`config.mk`:
```
export PLATFORM = sky130hd
export DESIGN_NAME = adc_two_wire_setup_slave
export DESIGN_NICKNAME = d
export VERILOG_FILES = /design/src/pkg/adc_setup_pkg.sv /design/src/rtl/adc_two_wire_setup_slave.sv /design/src/rtl/pin_sync.sv
export SDC_FILE = /design/constraint.sdc
export NUM_CORES = 1
export LEC_CHECK = 0
export ABC_AREA = 1
export BUFFER_PORTS_ARGS = -buffer_cell sky130_fd_sc_hd__clkbuf_2
export CAP_MARGIN = 10
export CORE_MARGIN = 2
export CORE_UTILIZATION = 45
export DETAILED_ROUTE_END_ITERATION = 6
export GPL_ROUTABILITY_DRIVEN = 1
export GPL_TIMING_DRIVEN = 0
export PLACE_DENSITY_LB_ADDON = 0.05
export SYNTH_ARGS = -nofsm -noshare
export SYNTH_HDL_FRONTEND = slang
export SYNTH_SLANG_ARGS = --single-unit
```
`constraint.sdc`:
```
create_clock -name clk -period 3.5 [get_ports clk]
set_input_delay 0.175 -clock clk [delete_from_list [all_inputs] [get_ports clk]]
set_output_delay 0.175 -clock clk [all_outputs]
set_load 0.02 [all_outputs]
```
`src/pkg/adc_setup_pkg.sv`:
```
package adc_setup_pkg;

  // setup byte field layout
  localparam int SETUP_FLAG_BIT = 7;
  localparam int REF_HI_BIT = 6;
  localparam int REF_LO_BIT = 4;
  // reference choice bit that hands the shared pin to the reference
  localparam int REF_PIN_SEL_BIT = 1;
  localparam int CLK_SRC_BIT = 3;
  localparam int POL_BIT = 2;
  localparam int CFG_CLR_N_BIT = 1;

  // configuration byte: position of the input-ended select bit
  localparam int CFG_SINGLE_BIT = 0;

  // power-up values
  localparam logic [2:0] REF_RESET = 3'h0;
  localparam logic CLK_SRC_RESET = 1'h0;
  localparam logic POL_RESET = 1'h0;
  localparam logic [7:0] CFG_DEFAULT = 8'h01;

  // framing
  localparam logic [3:0] BYTE_BITS = 4'h8;
  localparam logic [3:0] BIT_CNT_ZERO = 4'h0;
  localparam logic [3:0] BIT_CNT_ONE = 4'h1;

  // result coding limits
  localparam logic [7:0] CODE_ZERO = 8'h00;
  localparam logic signed [8:0] SIGNED_HI = 9'sh07F;
  localparam logic signed [8:0] SIGNED_LO = 9'sh180;
  localparam logic [7:0] SIGNED_HI_CODE = 8'h7F;
  localparam logic [7:0] SIGNED_LO_CODE = 8'h80;

  // slave address, value arbitrary
  localparam logic [6:0] SLAVE_ADDR_DEFAULT = 7'h2A;

  typedef enum logic [2:0] {
    IDLE,
    ADDR,
    ADDR_ACK,
    WR_DATA,
    WR_ACK,
    RD_DATA,
    RD_ACK
  } busState_t;

  typedef struct packed {
    logic [2:0] refChoice;
    logic extClock;
    logic polaritySelect;
  } setup_t;

  typedef struct packed {
    logic scl;
    logic sda;
  } pins_t;

endpackage

```
`src/rtl/adc_two_wire_setup_slave.sv`:
```
`timescale 1ns/1ps
module adc_two_wire_setup_slave #(
  parameter logic [6:0] SLAVE_ADDR = adc_setup_pkg::SLAVE_ADDR_DEFAULT
) (
  // clock, reset, enable
  input wire logic clk,
  input wire logic rst_n,
  input wire logic ce,
  // bus pins
  input wire logic sclIn,
  input wire logic sdaIn,
  output logic sdaOut,
  output logic sdaOe_n,
  // converter side
  input wire logic signed [8:0] sampleDiff,
  output logic [7:0] resultCode,
  output logic resultTaken,
  // setup and configuration
  output adc_setup_pkg::setup_t setupFields,
  output logic sharedInputRefIsRef,
  output logic [7:0] configByte,
  output logic inputEndedSelect,
  output logic bipolarActive,
  output logic setupWritten,
  output logic configWritten,
  // bus status
  output logic busBusy,
  output logic readActive,
  output logic masterNack
);

  typedef struct packed {
    adc_setup_pkg::busState_t st;
    logic sclQ;
    logic sdaQ;
    logic [3:0] bitCnt;
    logic [7:0] shift;
    logic rw;
    logic drvLow;
    logic nack;
    logic busy;
    adc_setup_pkg::setup_t setup;
    logic [7:0] cfg;
    logic [7:0] code;
    logic setupPulse;
    logic cfgPulse;
    logic takePulse;
    logic nackPulse;
  } state_t;

  state_t s_r;
  state_t s_nxt;

  adc_setup_pkg::pins_t pinSync;
  logic sclRise;
  logic sclFall;
  logic startCond;
  logic stopCond;
  logic bipolarEff;
  logic [7:0] codeNxt;

  // both pins share one synchroniser so their edges stay aligned
  pin_sync #(
    .WIDTH(2)
  ) u_pin_sync (
    .clk(clk),
    .rst_n(rst_n),
    .ce(ce),
    .asyncIn({sclIn, sdaIn}),
    .syncOut(pinSync)
  );

  // edges and bus conditions from synchronised pins
  assign sclRise = pinSync.scl & ~s_r.sclQ;
  assign sclFall = ~pinSync.scl & s_r.sclQ;
  assign startCond = pinSync.scl & s_r.sclQ & s_r.sdaQ & ~pinSync.sda;
  assign stopCond = pinSync.scl & s_r.sclQ & ~s_r.sdaQ & pinSync.sda;

  // polarity only counts in differential mode
  assign bipolarEff = s_r.setup.polaritySelect
                    & ~s_r.cfg[adc_setup_pkg::CFG_SINGLE_BIT];

  // result coding from the signed difference sample
  always_comb begin
    codeNxt = adc_setup_pkg::CODE_ZERO;
    if (bipolarEff) begin
      // over-range differences clamp to the signed limits
      if (sampleDiff > adc_setup_pkg::SIGNED_HI) begin
        codeNxt = adc_setup_pkg::SIGNED_HI_CODE;
      end else if (sampleDiff < adc_setup_pkg::SIGNED_LO) begin
        codeNxt = adc_setup_pkg::SIGNED_LO_CODE;
      end else begin
        codeNxt = sampleDiff[7:0];
      end
    end else begin
      if (sampleDiff[8]) begin
        codeNxt = adc_setup_pkg::CODE_ZERO;
      end else begin
        codeNxt = sampleDiff[7:0];
      end
    end
  end

  always_comb begin
    s_nxt = s_r;
    s_nxt.sclQ = pinSync.scl;
    s_nxt.sdaQ = pinSync.sda;
    s_nxt.code = codeNxt;
    // pulses last one enabled cycle
    s_nxt.setupPulse = 1'b0;
    s_nxt.cfgPulse = 1'b0;
    s_nxt.takePulse = 1'b0;
    s_nxt.nackPulse = 1'b0;

    if (stopCond) begin
      // end of transaction: release the bus
      s_nxt.st = adc_setup_pkg::IDLE;
      s_nxt.busy = 1'b0;
      s_nxt.drvLow = 1'b0;
      s_nxt.nack = 1'b0;
      s_nxt.bitCnt = adc_setup_pkg::BIT_CNT_ZERO;
    end else if (startCond) begin
      // start and repeated start both lead to address phase
      // a start in mid-byte drops the partial byte
      s_nxt.st = adc_setup_pkg::ADDR;
      s_nxt.busy = 1'b1;
      s_nxt.nack = 1'b0;
      s_nxt.drvLow = 1'b0;
      s_nxt.bitCnt = adc_setup_pkg::BIT_CNT_ZERO;
    end else if (sclRise) begin
      case (s_r.st)
        adc_setup_pkg::ADDR,
        adc_setup_pkg::WR_DATA: begin
          s_nxt.shift = {s_r.shift[6:0], pinSync.sda};
          s_nxt.bitCnt = s_r.bitCnt + adc_setup_pkg::BIT_CNT_ONE;
        end
        adc_setup_pkg::RD_DATA: begin
          s_nxt.bitCnt = s_r.bitCnt + adc_setup_pkg::BIT_CNT_ONE;
        end
        adc_setup_pkg::RD_ACK: begin
          // high SDA on the ninth clock is a not-acknowledge
          s_nxt.nack = pinSync.sda;
        end
        default: begin
          s_nxt.shift = s_r.shift;
        end
      endcase
    end else if (sclFall) begin
      case (s_r.st)
        adc_setup_pkg::ADDR: begin
          if (s_r.bitCnt == adc_setup_pkg::BYTE_BITS) begin
            if (s_r.shift[7:1] == SLAVE_ADDR) begin
              s_nxt.rw = s_r.shift[0];
              s_nxt.drvLow = 1'b1;
              s_nxt.st = adc_setup_pkg::ADDR_ACK;
            end else begin
              // not ours: stay off the bus until the next start
              s_nxt.st = adc_setup_pkg::IDLE;
              s_nxt.drvLow = 1'b0;
            end
          end
        end
        adc_setup_pkg::ADDR_ACK: begin
          s_nxt.bitCnt = adc_setup_pkg::BIT_CNT_ZERO;
          if (s_r.rw) begin
            // first result bit goes out right after the ack clock
            s_nxt.st = adc_setup_pkg::RD_DATA;
            s_nxt.shift = s_r.code;
            s_nxt.drvLow = ~s_r.code[7];
            s_nxt.takePulse = 1'b1;
          end else begin
            s_nxt.st = adc_setup_pkg::WR_DATA;
            s_nxt.drvLow = 1'b0;
          end
        end
        adc_setup_pkg::WR_DATA: begin
          if (s_r.bitCnt == adc_setup_pkg::BYTE_BITS) begin
            s_nxt.drvLow = 1'b1;
            s_nxt.st = adc_setup_pkg::WR_ACK;
            // decode before the ack so fields update at the eighth fall
            if (s_r.shift[adc_setup_pkg::SETUP_FLAG_BIT]) begin
              s_nxt.setup.refChoice =
                s_r.shift[adc_setup_pkg::REF_HI_BIT:adc_setup_pkg::REF_LO_BIT];
              s_nxt.setup.extClock = s_r.shift[adc_setup_pkg::CLK_SRC_BIT];
              s_nxt.setup.polaritySelect = s_r.shift[adc_setup_pkg::POL_BIT];
              if (!s_r.shift[adc_setup_pkg::CFG_CLR_N_BIT]) begin
                s_nxt.cfg = adc_setup_pkg::CFG_DEFAULT;
              end
              // bit 0 is not looked at
              s_nxt.setupPulse = 1'b1;
            end else begin
              s_nxt.cfg = s_r.shift;
              s_nxt.cfgPulse = 1'b1;
            end
          end
        end
        adc_setup_pkg::WR_ACK: begin
          // release after the ninth clock, next byte may follow
          s_nxt.drvLow = 1'b0;
          s_nxt.bitCnt = adc_setup_pkg::BIT_CNT_ZERO;
          s_nxt.st = adc_setup_pkg::WR_DATA;
        end
        adc_setup_pkg::RD_DATA: begin
          if (s_r.bitCnt == adc_setup_pkg::BYTE_BITS) begin
            // let the master drive its acknowledge
            s_nxt.drvLow = 1'b0;
            s_nxt.nack = 1'b0;
            s_nxt.st = adc_setup_pkg::RD_ACK;
          end else begin
            s_nxt.drvLow = ~s_r.shift[6];
            s_nxt.shift = {s_r.shift[6:0], 1'b0};
          end
        end
        adc_setup_pkg::RD_ACK: begin
          s_nxt.bitCnt = adc_setup_pkg::BIT_CNT_ZERO;
          if (s_r.nack) begin
            // release SDA so the master can stop or restart
            s_nxt.st = adc_setup_pkg::IDLE;
            s_nxt.drvLow = 1'b0;
            s_nxt.nackPulse = 1'b1;
          end else begin
            s_nxt.st = adc_setup_pkg::RD_DATA;
            s_nxt.shift = s_r.code;
            s_nxt.drvLow = ~s_r.code[7];
            s_nxt.takePulse = 1'b1;
          end
        end
        default: begin
          s_nxt.drvLow = 1'b0;
        end
      endcase
    end
  end

  // reset loads constants only; ce low freezes every field
  always_ff @(posedge clk) begin
    if (!rst_n) begin
      s_r.st <= adc_setup_pkg::IDLE;
      s_r.sclQ <= 1'b1;
      s_r.sdaQ <= 1'b1;
      s_r.bitCnt <= adc_setup_pkg::BIT_CNT_ZERO;
      s_r.shift <= adc_setup_pkg::CODE_ZERO;
      s_r.rw <= 1'b0;
      s_r.drvLow <= 1'b0;
      s_r.nack <= 1'b0;
      s_r.busy <= 1'b0;
      s_r.setup.refChoice <= adc_setup_pkg::REF_RESET;
      s_r.setup.extClock <= adc_setup_pkg::CLK_SRC_RESET;
      s_r.setup.polaritySelect <= adc_setup_pkg::POL_RESET;
      s_r.cfg <= adc_setup_pkg::CFG_DEFAULT;
      s_r.code <= adc_setup_pkg::CODE_ZERO;
      s_r.setupPulse <= 1'b0;
      s_r.cfgPulse <= 1'b0;
      s_r.takePulse <= 1'b0;
      s_r.nackPulse <= 1'b0;
    end else if (ce) begin
      s_r <= s_nxt;
    end
  end

  // open drain: only ever pulls low; slave only, SCL never driven
  assign sdaOut = 1'b0;
  assign sdaOe_n = ~s_r.drvLow;

  assign resultCode = s_r.code;
  assign resultTaken = s_r.takePulse;
  assign setupFields = s_r.setup;
  assign sharedInputRefIsRef = s_r.setup.refChoice[adc_setup_pkg::REF_PIN_SEL_BIT];
  assign configByte = s_r.cfg;
  assign inputEndedSelect = s_r.cfg[adc_setup_pkg::CFG_SINGLE_BIT];
  assign bipolarActive = bipolarEff;
  assign setupWritten = s_r.setupPulse;
  assign configWritten = s_r.cfgPulse;
  assign busBusy = s_r.busy;
  // read phase covers the data bits and the master's ack slot
  assign readActive = (s_r.st == adc_setup_pkg::RD_DATA)
                    | (s_r.st == adc_setup_pkg::RD_ACK);
  assign masterNack = s_r.nackPulse;

endmodule

```
`src/rtl/pin_sync.sv`:
```
`timescale 1ns/1ps
module pin_sync #(
  parameter int WIDTH = 2
) (
  // clock and reset
  input wire logic clk,
  input wire logic rst_n,
  input wire logic ce,
  // asynchronous levels in, synchronised levels out
  input wire logic [WIDTH-1:0] asyncIn,
  output logic [WIDTH-1:0] syncOut
);

  typedef struct packed {
    logic [WIDTH-1:0] stage1;
    logic [WIDTH-1:0] stage2;
  } syncState_t;

  syncState_t s_r;
  syncState_t s_nxt;

  always_comb begin
    s_nxt = s_r;
    s_nxt.stage1 = asyncIn;
    s_nxt.stage2 = s_r.stage1;
  end

  // idle bus level is high, so both stages reset high
  always_ff @(posedge clk) begin
    if (!rst_n) begin
      s_r <= '1;
    end else if (ce) begin
      s_r <= s_nxt;
    end
  end

  assign syncOut = s_r.stage2;

endmodule

```
==> metrics, run 1 <==
outcome=complete, no violations; WL per Instance=12.7 um; count of cells resized by post-cts repair=0; final estimated routing congestion in global placement=0.886; Routed Wire Length=7260 um; NumNets Final=511; Sw Ratio=29.7%; vias per cell=4.99; start-to-end type of the worst setup path=flip-flop to flip-flop; layout-stage area growth over the synthesis result=14.3%; fraction of the core area covered by cells at the end of the flow=52.5%; DRC violation count after routing=0; timing-limited maximum frequency=518 MHz; effective utilization at floorplan=46.0%; time the final worst path needs with I/O delays and setup=1930 ps; Finished Cell Area=3300 sq um; total routing usage reported by global routing=21.5%; highest metal layer with signal wires=met4; H-tree Lvls=2; leakage power=1.55 nW; Synth Warn #=0; count of buffers from port buffering=43; final total negative setup slack=0 ps; sequential cell area fraction in the yosys report=34.0%; Worst Clk Skew=5.04 ps; Gate power share=16.8%; worst rel slew slack=59.5%; final count of pins violating max slew=0; count of unique library cells instantiated by Yosys=26; met3 WL post-DR=364 um; CTS buffer count=5; total overflow reported by the global router=0; first-iteration detailed-routing DRC count=122; WP data required=3710 ps; wire length of the first global-routing pass=12300 um; layout cells sized above 1=20.1%; Synth Instances=441; Buffers & Inverters on Critical Path=2; number of register bits inferred by synthesis=49; area of the mapped netlist=2890 sq um; endpoint kind of the worst setup timing path=flip-flop; IO Count=46; min-delay src=sdaIn; internal power consumption=0.801 mW; Post-CTS Hold Fix Bufs=0; CP startpoint kind=flip-flop; total routed wire length on the met1 layer=3630 um; DIE AREA=7070 sq um; Setup Buffers After CTS=0; Most Frequent Cell on Critical Path=nand2_1; pin count of the biggest net entering global routing=16; number of max-capacitance violations reported=0; synthesized area per cell=6.54 sq um; core area=6280 sq um; drt pass-1 iters=4; reg-to-reg critical path startpoint=s_r[42]$_SDFFE_PN1P_; Worst-Margin Slew=607 ps; class of the worst hold path=input pin to flip-flop; area post-placement=3200 sq um; Post-DRT Antenna Nets=0; clock sinks=49; fillcell total=681; clk buf depth=2; clock edge transition at the registers on the reported setup and hold paths=90 ps; die width=84.1 um; number of hold-slack violations in the final timing report=0; Worst IR Drop VDD=0.243 mV; WL met2=3200 um; delay of the slowest cell on the worst path=370 ps; arrival time of data at the critical path endpoint=2140 ps; Die H=84.1 um; Detail Placement HPWL=5510 um; part of the power in registers=52.0%; number of antenna violations at the first check in global routing=0; kind of cell adding the most delay to the critical path=simple AND/OR/NAND/NOR gates; portion of total power attributed to the clock network=31.3%; beginning of the critical path=s_r[42]$_SDFFE_PN1P_; unrepaired setup endpoints after global routing=false; final setup fails=0; CP Cell Sequence=inv_1 > ha_1 > inv_1 > nand2_1 > nand3_1 > nand2_1 > nor2_1 > nand3_1 > nand2_1 > nor2_1; portion of the clock cycle consumed by the worst path in the final layout=55.1%; power density over cell area=346 nW/um^2; Worst-Skew Late Latency=310 ps; # diodes=0; standard-cell rows=29; Max stage delay cell, worst path=dfxtp_1; via total after detailed routing=2845; clock root buffer=clkbuf_8; power spent charging and discharging nets=0.339 mW; clock tree from TritonCTS=done; crit path max fanout=8; number of global-route vias before repair=2590
[power by group through the flow]
stage | registers (mW) | logic [mW] | clock network, mW
3_3_place_gp | 0.604 | 0.190 | 0
2_1_floorplan | 0.600 | 0.142 | 0
5_1_grt | 0.595 | 0.215 | 0.390
6_report | 0.592 | 0.191 | 0.356
4_1_cts | 0.592 | 0.192 | 0.368
3_5_place_dp | 0.605 | 0.191 | 0
[through the flow]
step | setup slack [ps] | hold WS, ps | power [mW] | std cells
CTS | 1570 | 74.9 | 1.15 | 570
detailed placement | 1570 | 395 | 0.796 | 562
floorplan | 1920 | 301 | 0.743 | 442
finish | 1570 | 79.5 | 1.14 | 570
global route | 1340 | 91.6 | 1.20 | 570
global placement | 1590 | 389 | 0.795 | 562
[area by class of cell]
cell class	count	area, sq um	area share [%]
Tap cell	77	96.3	2.92
Clock inverter	2	13.8	0.417
Clock buffer	6	82.6	2.50
Buffer	38	248	7.51
Sequential cell	49	981	29.8
Inverter	41	154	4.67
Timing Repair Buffer	43	215	6.53
Multi-Input combinational cell	314	1510	45.7
[metal layers]
metal	global-route usage, %	up-vias
met5	0	-
met4	6.45	0
met3	3.07	5
met2	34.2	70
met1	30.1	1246
li1	-	1524
[path summary, 6_finish.rpt]
kind	endpoint	slack, ps	cells after the start
setup / recovery	s_r[43]$_SDFFE_PN0P_	1570	10
hold / removal	u_pin_sync.s_nxt[0]$_SDFFE_PN1P_	80	3
setup reg to reg	s_r[43]$_SDFFE_PN0P_	1570	10
hold reg to reg	busBusy$_SDFFE_PN0P_	460	2
[cell usage after synthesis]
cell,count,area (sq um)
nand2_1,93,349
nor2_1,54,203
a21oi_1,49,245
dfxtp_1,49,981
nand3_1,48,240
inv_1,35,131
o21ai_0,28,140
buf_4,23,173
clkbuf_1,10,37.5
nor3_1,9,45.0
inv_2,6,22.5
ha_1,5,62.6
nor2_4,5,56.3
nand3_2,4,40.0
nand4_1,4,25.0
buf_2,3,15.0
a21boi_0,2,15.0
a31oi_1,2,12.5
buf_6,2,22.5
nand2_2,2,12.5
nand3b_1,2,15.0
nor2_2,2,12.5
conb_1,1,3.75
o211ai_1,1,7.51
o21ai_2,1,8.76
xor2_1,1,8.76
[cells in the final DEF (no fill, tap or decap)]
cell and n:
a31oi_1 2, clkinv_4 1, inv_1 35, nand2_1 93, nor2_4 5, xor2_1 1
buf_6 2, o211ai_1 1, clkinv_2 1, nand3_2 4, nor2_1 54, a21boi_0 2
nand3_1 48, nand2_2 2, nand3b_1 2, buf_4 23, inv_2 6, nor2_2 2
ha_1 5, dfxtp_1 49, o21ai_2 1, clkbuf_2 43, o21ai_0 28, buf_2 3
nand4_1 4, a21oi_1 49, clkbuf_8 6, conb_1 2, clkbuf_1 10, nor3_1 9
[tightest hold or removal path: stages]
cell,delay (ps)
clkbuf_2,70
nand2_1,40
nand3_1,70
[flip-flops by register name, summed over array words and instances (netlist names)]
register / cells
u_pin_sync.syncOut: 2
resultTaken: 1
resultCode: 8
u_pin_sync.s_nxt: 2
s_r: 20
setupFields: 5
busBusy: 1
setupWritten: 1
configWritten: 1
masterNack: 1
configByte: 7
[logic make-up after synthesis]
family,count (synthesis),synth area share [%]
simple gates,223,34.6
compound gates,83,14.9
buf+inv,79,13.9
flops,49,34.0
fa+ha+maj,5,2.17
xor+xnor,1,0.304
other cells,1,0.130
Power figures use the tool's default switching activity.
==> inputs of run 2 (changes only) <==
==> constraint.sdc (replaced) <==
create_clock -name clk -period 1.8 [get_ports clk]
set_input_delay 0.09 -clock clk [delete_from_list [all_inputs] [get_ports clk]]
set_output_delay 0.09 -clock clk [all_outputs]
set_load 0.02 [all_outputs]
==> run 2 against run 1 <==
Compared with the run above:
- utilization is 1.6 points higher
- worst setup slack worse by 1500 ps
- power is 96% higher
- wire length is 0.26% higher
==> metrics, run 2 (synthesis gave the netlist of run 1 again) <==
class of the worst hold path=input pin to flip-flop; arrival time of data at the critical path endpoint=1860 ps; Detail Placement HPWL=5510 um; NumNets Final=520; WL per Instance=12.6 um; leakage power=1.60 nW; Worst IR Drop VDD=0.483 mV; setup slack after layout=118 ps; fraction of the core area covered by cells at the end of the flow=54.1%; start-to-end type of the worst setup path=flip-flop to flip-flop; H-tree Lvls=2; Placement Setup Slack=-126 ps; number of flip-flops under the largest register name=20; power density over cell area=659 nW/um^2; clock edge transition at the registers on the reported setup and hold paths=90 ps; drt pass-1 iters=4; clock root buffer=clkbuf_8; final setup fails=0; final estimated routing congestion in global placement=0.886; CTS buffer count=5; vias per cell=4.99; final-layout worst hold slack=81.2 ps; # diodes=0; Worst-Margin Slew=627 ps; pin count of the biggest net entering global routing=16; count of buffers from port buffering=43; number of antenna violations at the first check in global routing=0; IO Count=46; endpoint kind of the worst setup timing path=flip-flop; DIE AREA=7070 sq um; Die H=84.1 um; crit path max fanout=10; fillcell total=667; layout cells sized above 1=23.1%; DRC violation count after routing=0; CP startpoint kind=flip-flop; number of instances in the placed design=562; Worst-Skew Late Latency=310 ps; total routing usage reported by global routing=21.6%; Post-DRT Antenna Nets=0; timing-limited maximum frequency=594 MHz; clock sinks=49; Worst Clk Skew=4.05 ps; commonest cells after routing, fill and taps aside=nand2_1 (90), nor2_1 (51), a21oi_1 (49), nand3_1 (48), dfxtp_1 (48); number of max-capacitance violations reported=0; outcome=complete, no violations; Routed Wire Length=7280 um; die width=84.1 um; wire length of the first global-routing pass=12400 um; top register by number of flip-flops=s_r; WP data required=1980 ps; most common cell after layout, fill and taps aside=nand2_1; final count of pins violating max slew=0; effective utilization at floorplan=46.0%; total overflow reported by the global router=0; standard-cell rows=29; first-iteration detailed-routing DRC count=158; time the final worst path needs with I/O delays and setup=1680 ps; overall power=2.24 mW; clk buf depth=2; count of placed standard cells in the final layout, fillers left out=579; number of global-route vias before repair=2606; clock tree from TritonCTS=done; portion of the clock cycle consumed by the worst path in the final layout=93.5%; via total after detailed routing=2892; worst rel slew slack=58.2%; core area=6280 sq um; unrepaired setup endpoints after global routing=false; number of hold-slack violations in the final timing report=0; layout-stage area growth over the synthesis result=17.7%
==> run 2: worst paths after layout <==
| check | from | slack (ps) | cells past startpoint | to |
|---|---|---|---|---|
| max | s_r[42]$_SDFFE_PN1P_ | 120 | 8 | s_r[38]$_SDFFE_PN0P_ |
| min | sampleDiff[8] | 80 | 3 | resultCode[7]$_SDFFE_PN0P_ |
| max reg2reg | s_r[42]$_SDFFE_PN1P_ | 120 | 8 | s_r[38]$_SDFFE_PN0P_ |
| min reg2reg | busBusy$_SDFFE_PN0P_ | 460 | 2 | busBusy$_SDFFE_PN0P_ |
==> run 2: through the flow <==
stage / setup TNS [ps] / instance area (sq um)
6_report: 0 / 3400
5_1_grt: 0 / 3400
4_1_cts: 0 / 3340
3_5_place_dp: -1090 / 3200
3_3_place_gp: -783 / 3200
2_1_floorplan: 0 / 2890
==> run 2: critical path, cell delays in order (launching register included) <==
cell	delay [ps]
dfxtp_1	340
inv_1	80
ha_1	200
clkbuf_2	260
nand3_1	110
nand3_1	180
nand2_1	140
o21ai_0	200
nor2_1	60
==> run 2: layout make-up <==
class / instances / area, sq um / share of cell area [%]
Inverter: 41 / 154 / 4.53
Sequential cell: 49 / 982 / 28.9
Tap cell: 77 / 96.3 / 2.84
Timing Repair Buffer: 52 / 288 / 8.47
Multi-Input combinational cell: 314 / 1530 / 45.1
Buffer: 38 / 249 / 7.33
Clock buffer: 6 / 82.6 / 2.43
Clock inverter: 2 / 13.8 / 0.405
==> run 2: per-layer routing <==
| metal | share of wire (%) | global-route usage (%) |
|---|---|---|
| met1 | 49 | 30.1 |
| met2 | 45 | 34.5 |
| met3 | 5.1 | 3.07 |
| met4 | 0.70 | 6.45 |
| met5 | 0 | 0 |
==> run 2: power by group <==
group	switching [mW]	internal [mW]	total, mW
Sequential	0.0327	1.12	1.15
Clock	0.379	0.312	0.691
Combinational	0.253	0.143	0.396
Total	0.665	1.57	2.24
==> run 2: timing repair <==
item | CTS | global route
setup buffers | 2 | 5
resized for setup | 6 | 9
hold buffers | 2 | 0
endpoints found under the hold margin | 2 | 0
pin swaps | 1 | 5
endpoints found under the setup margin | 13 | 26
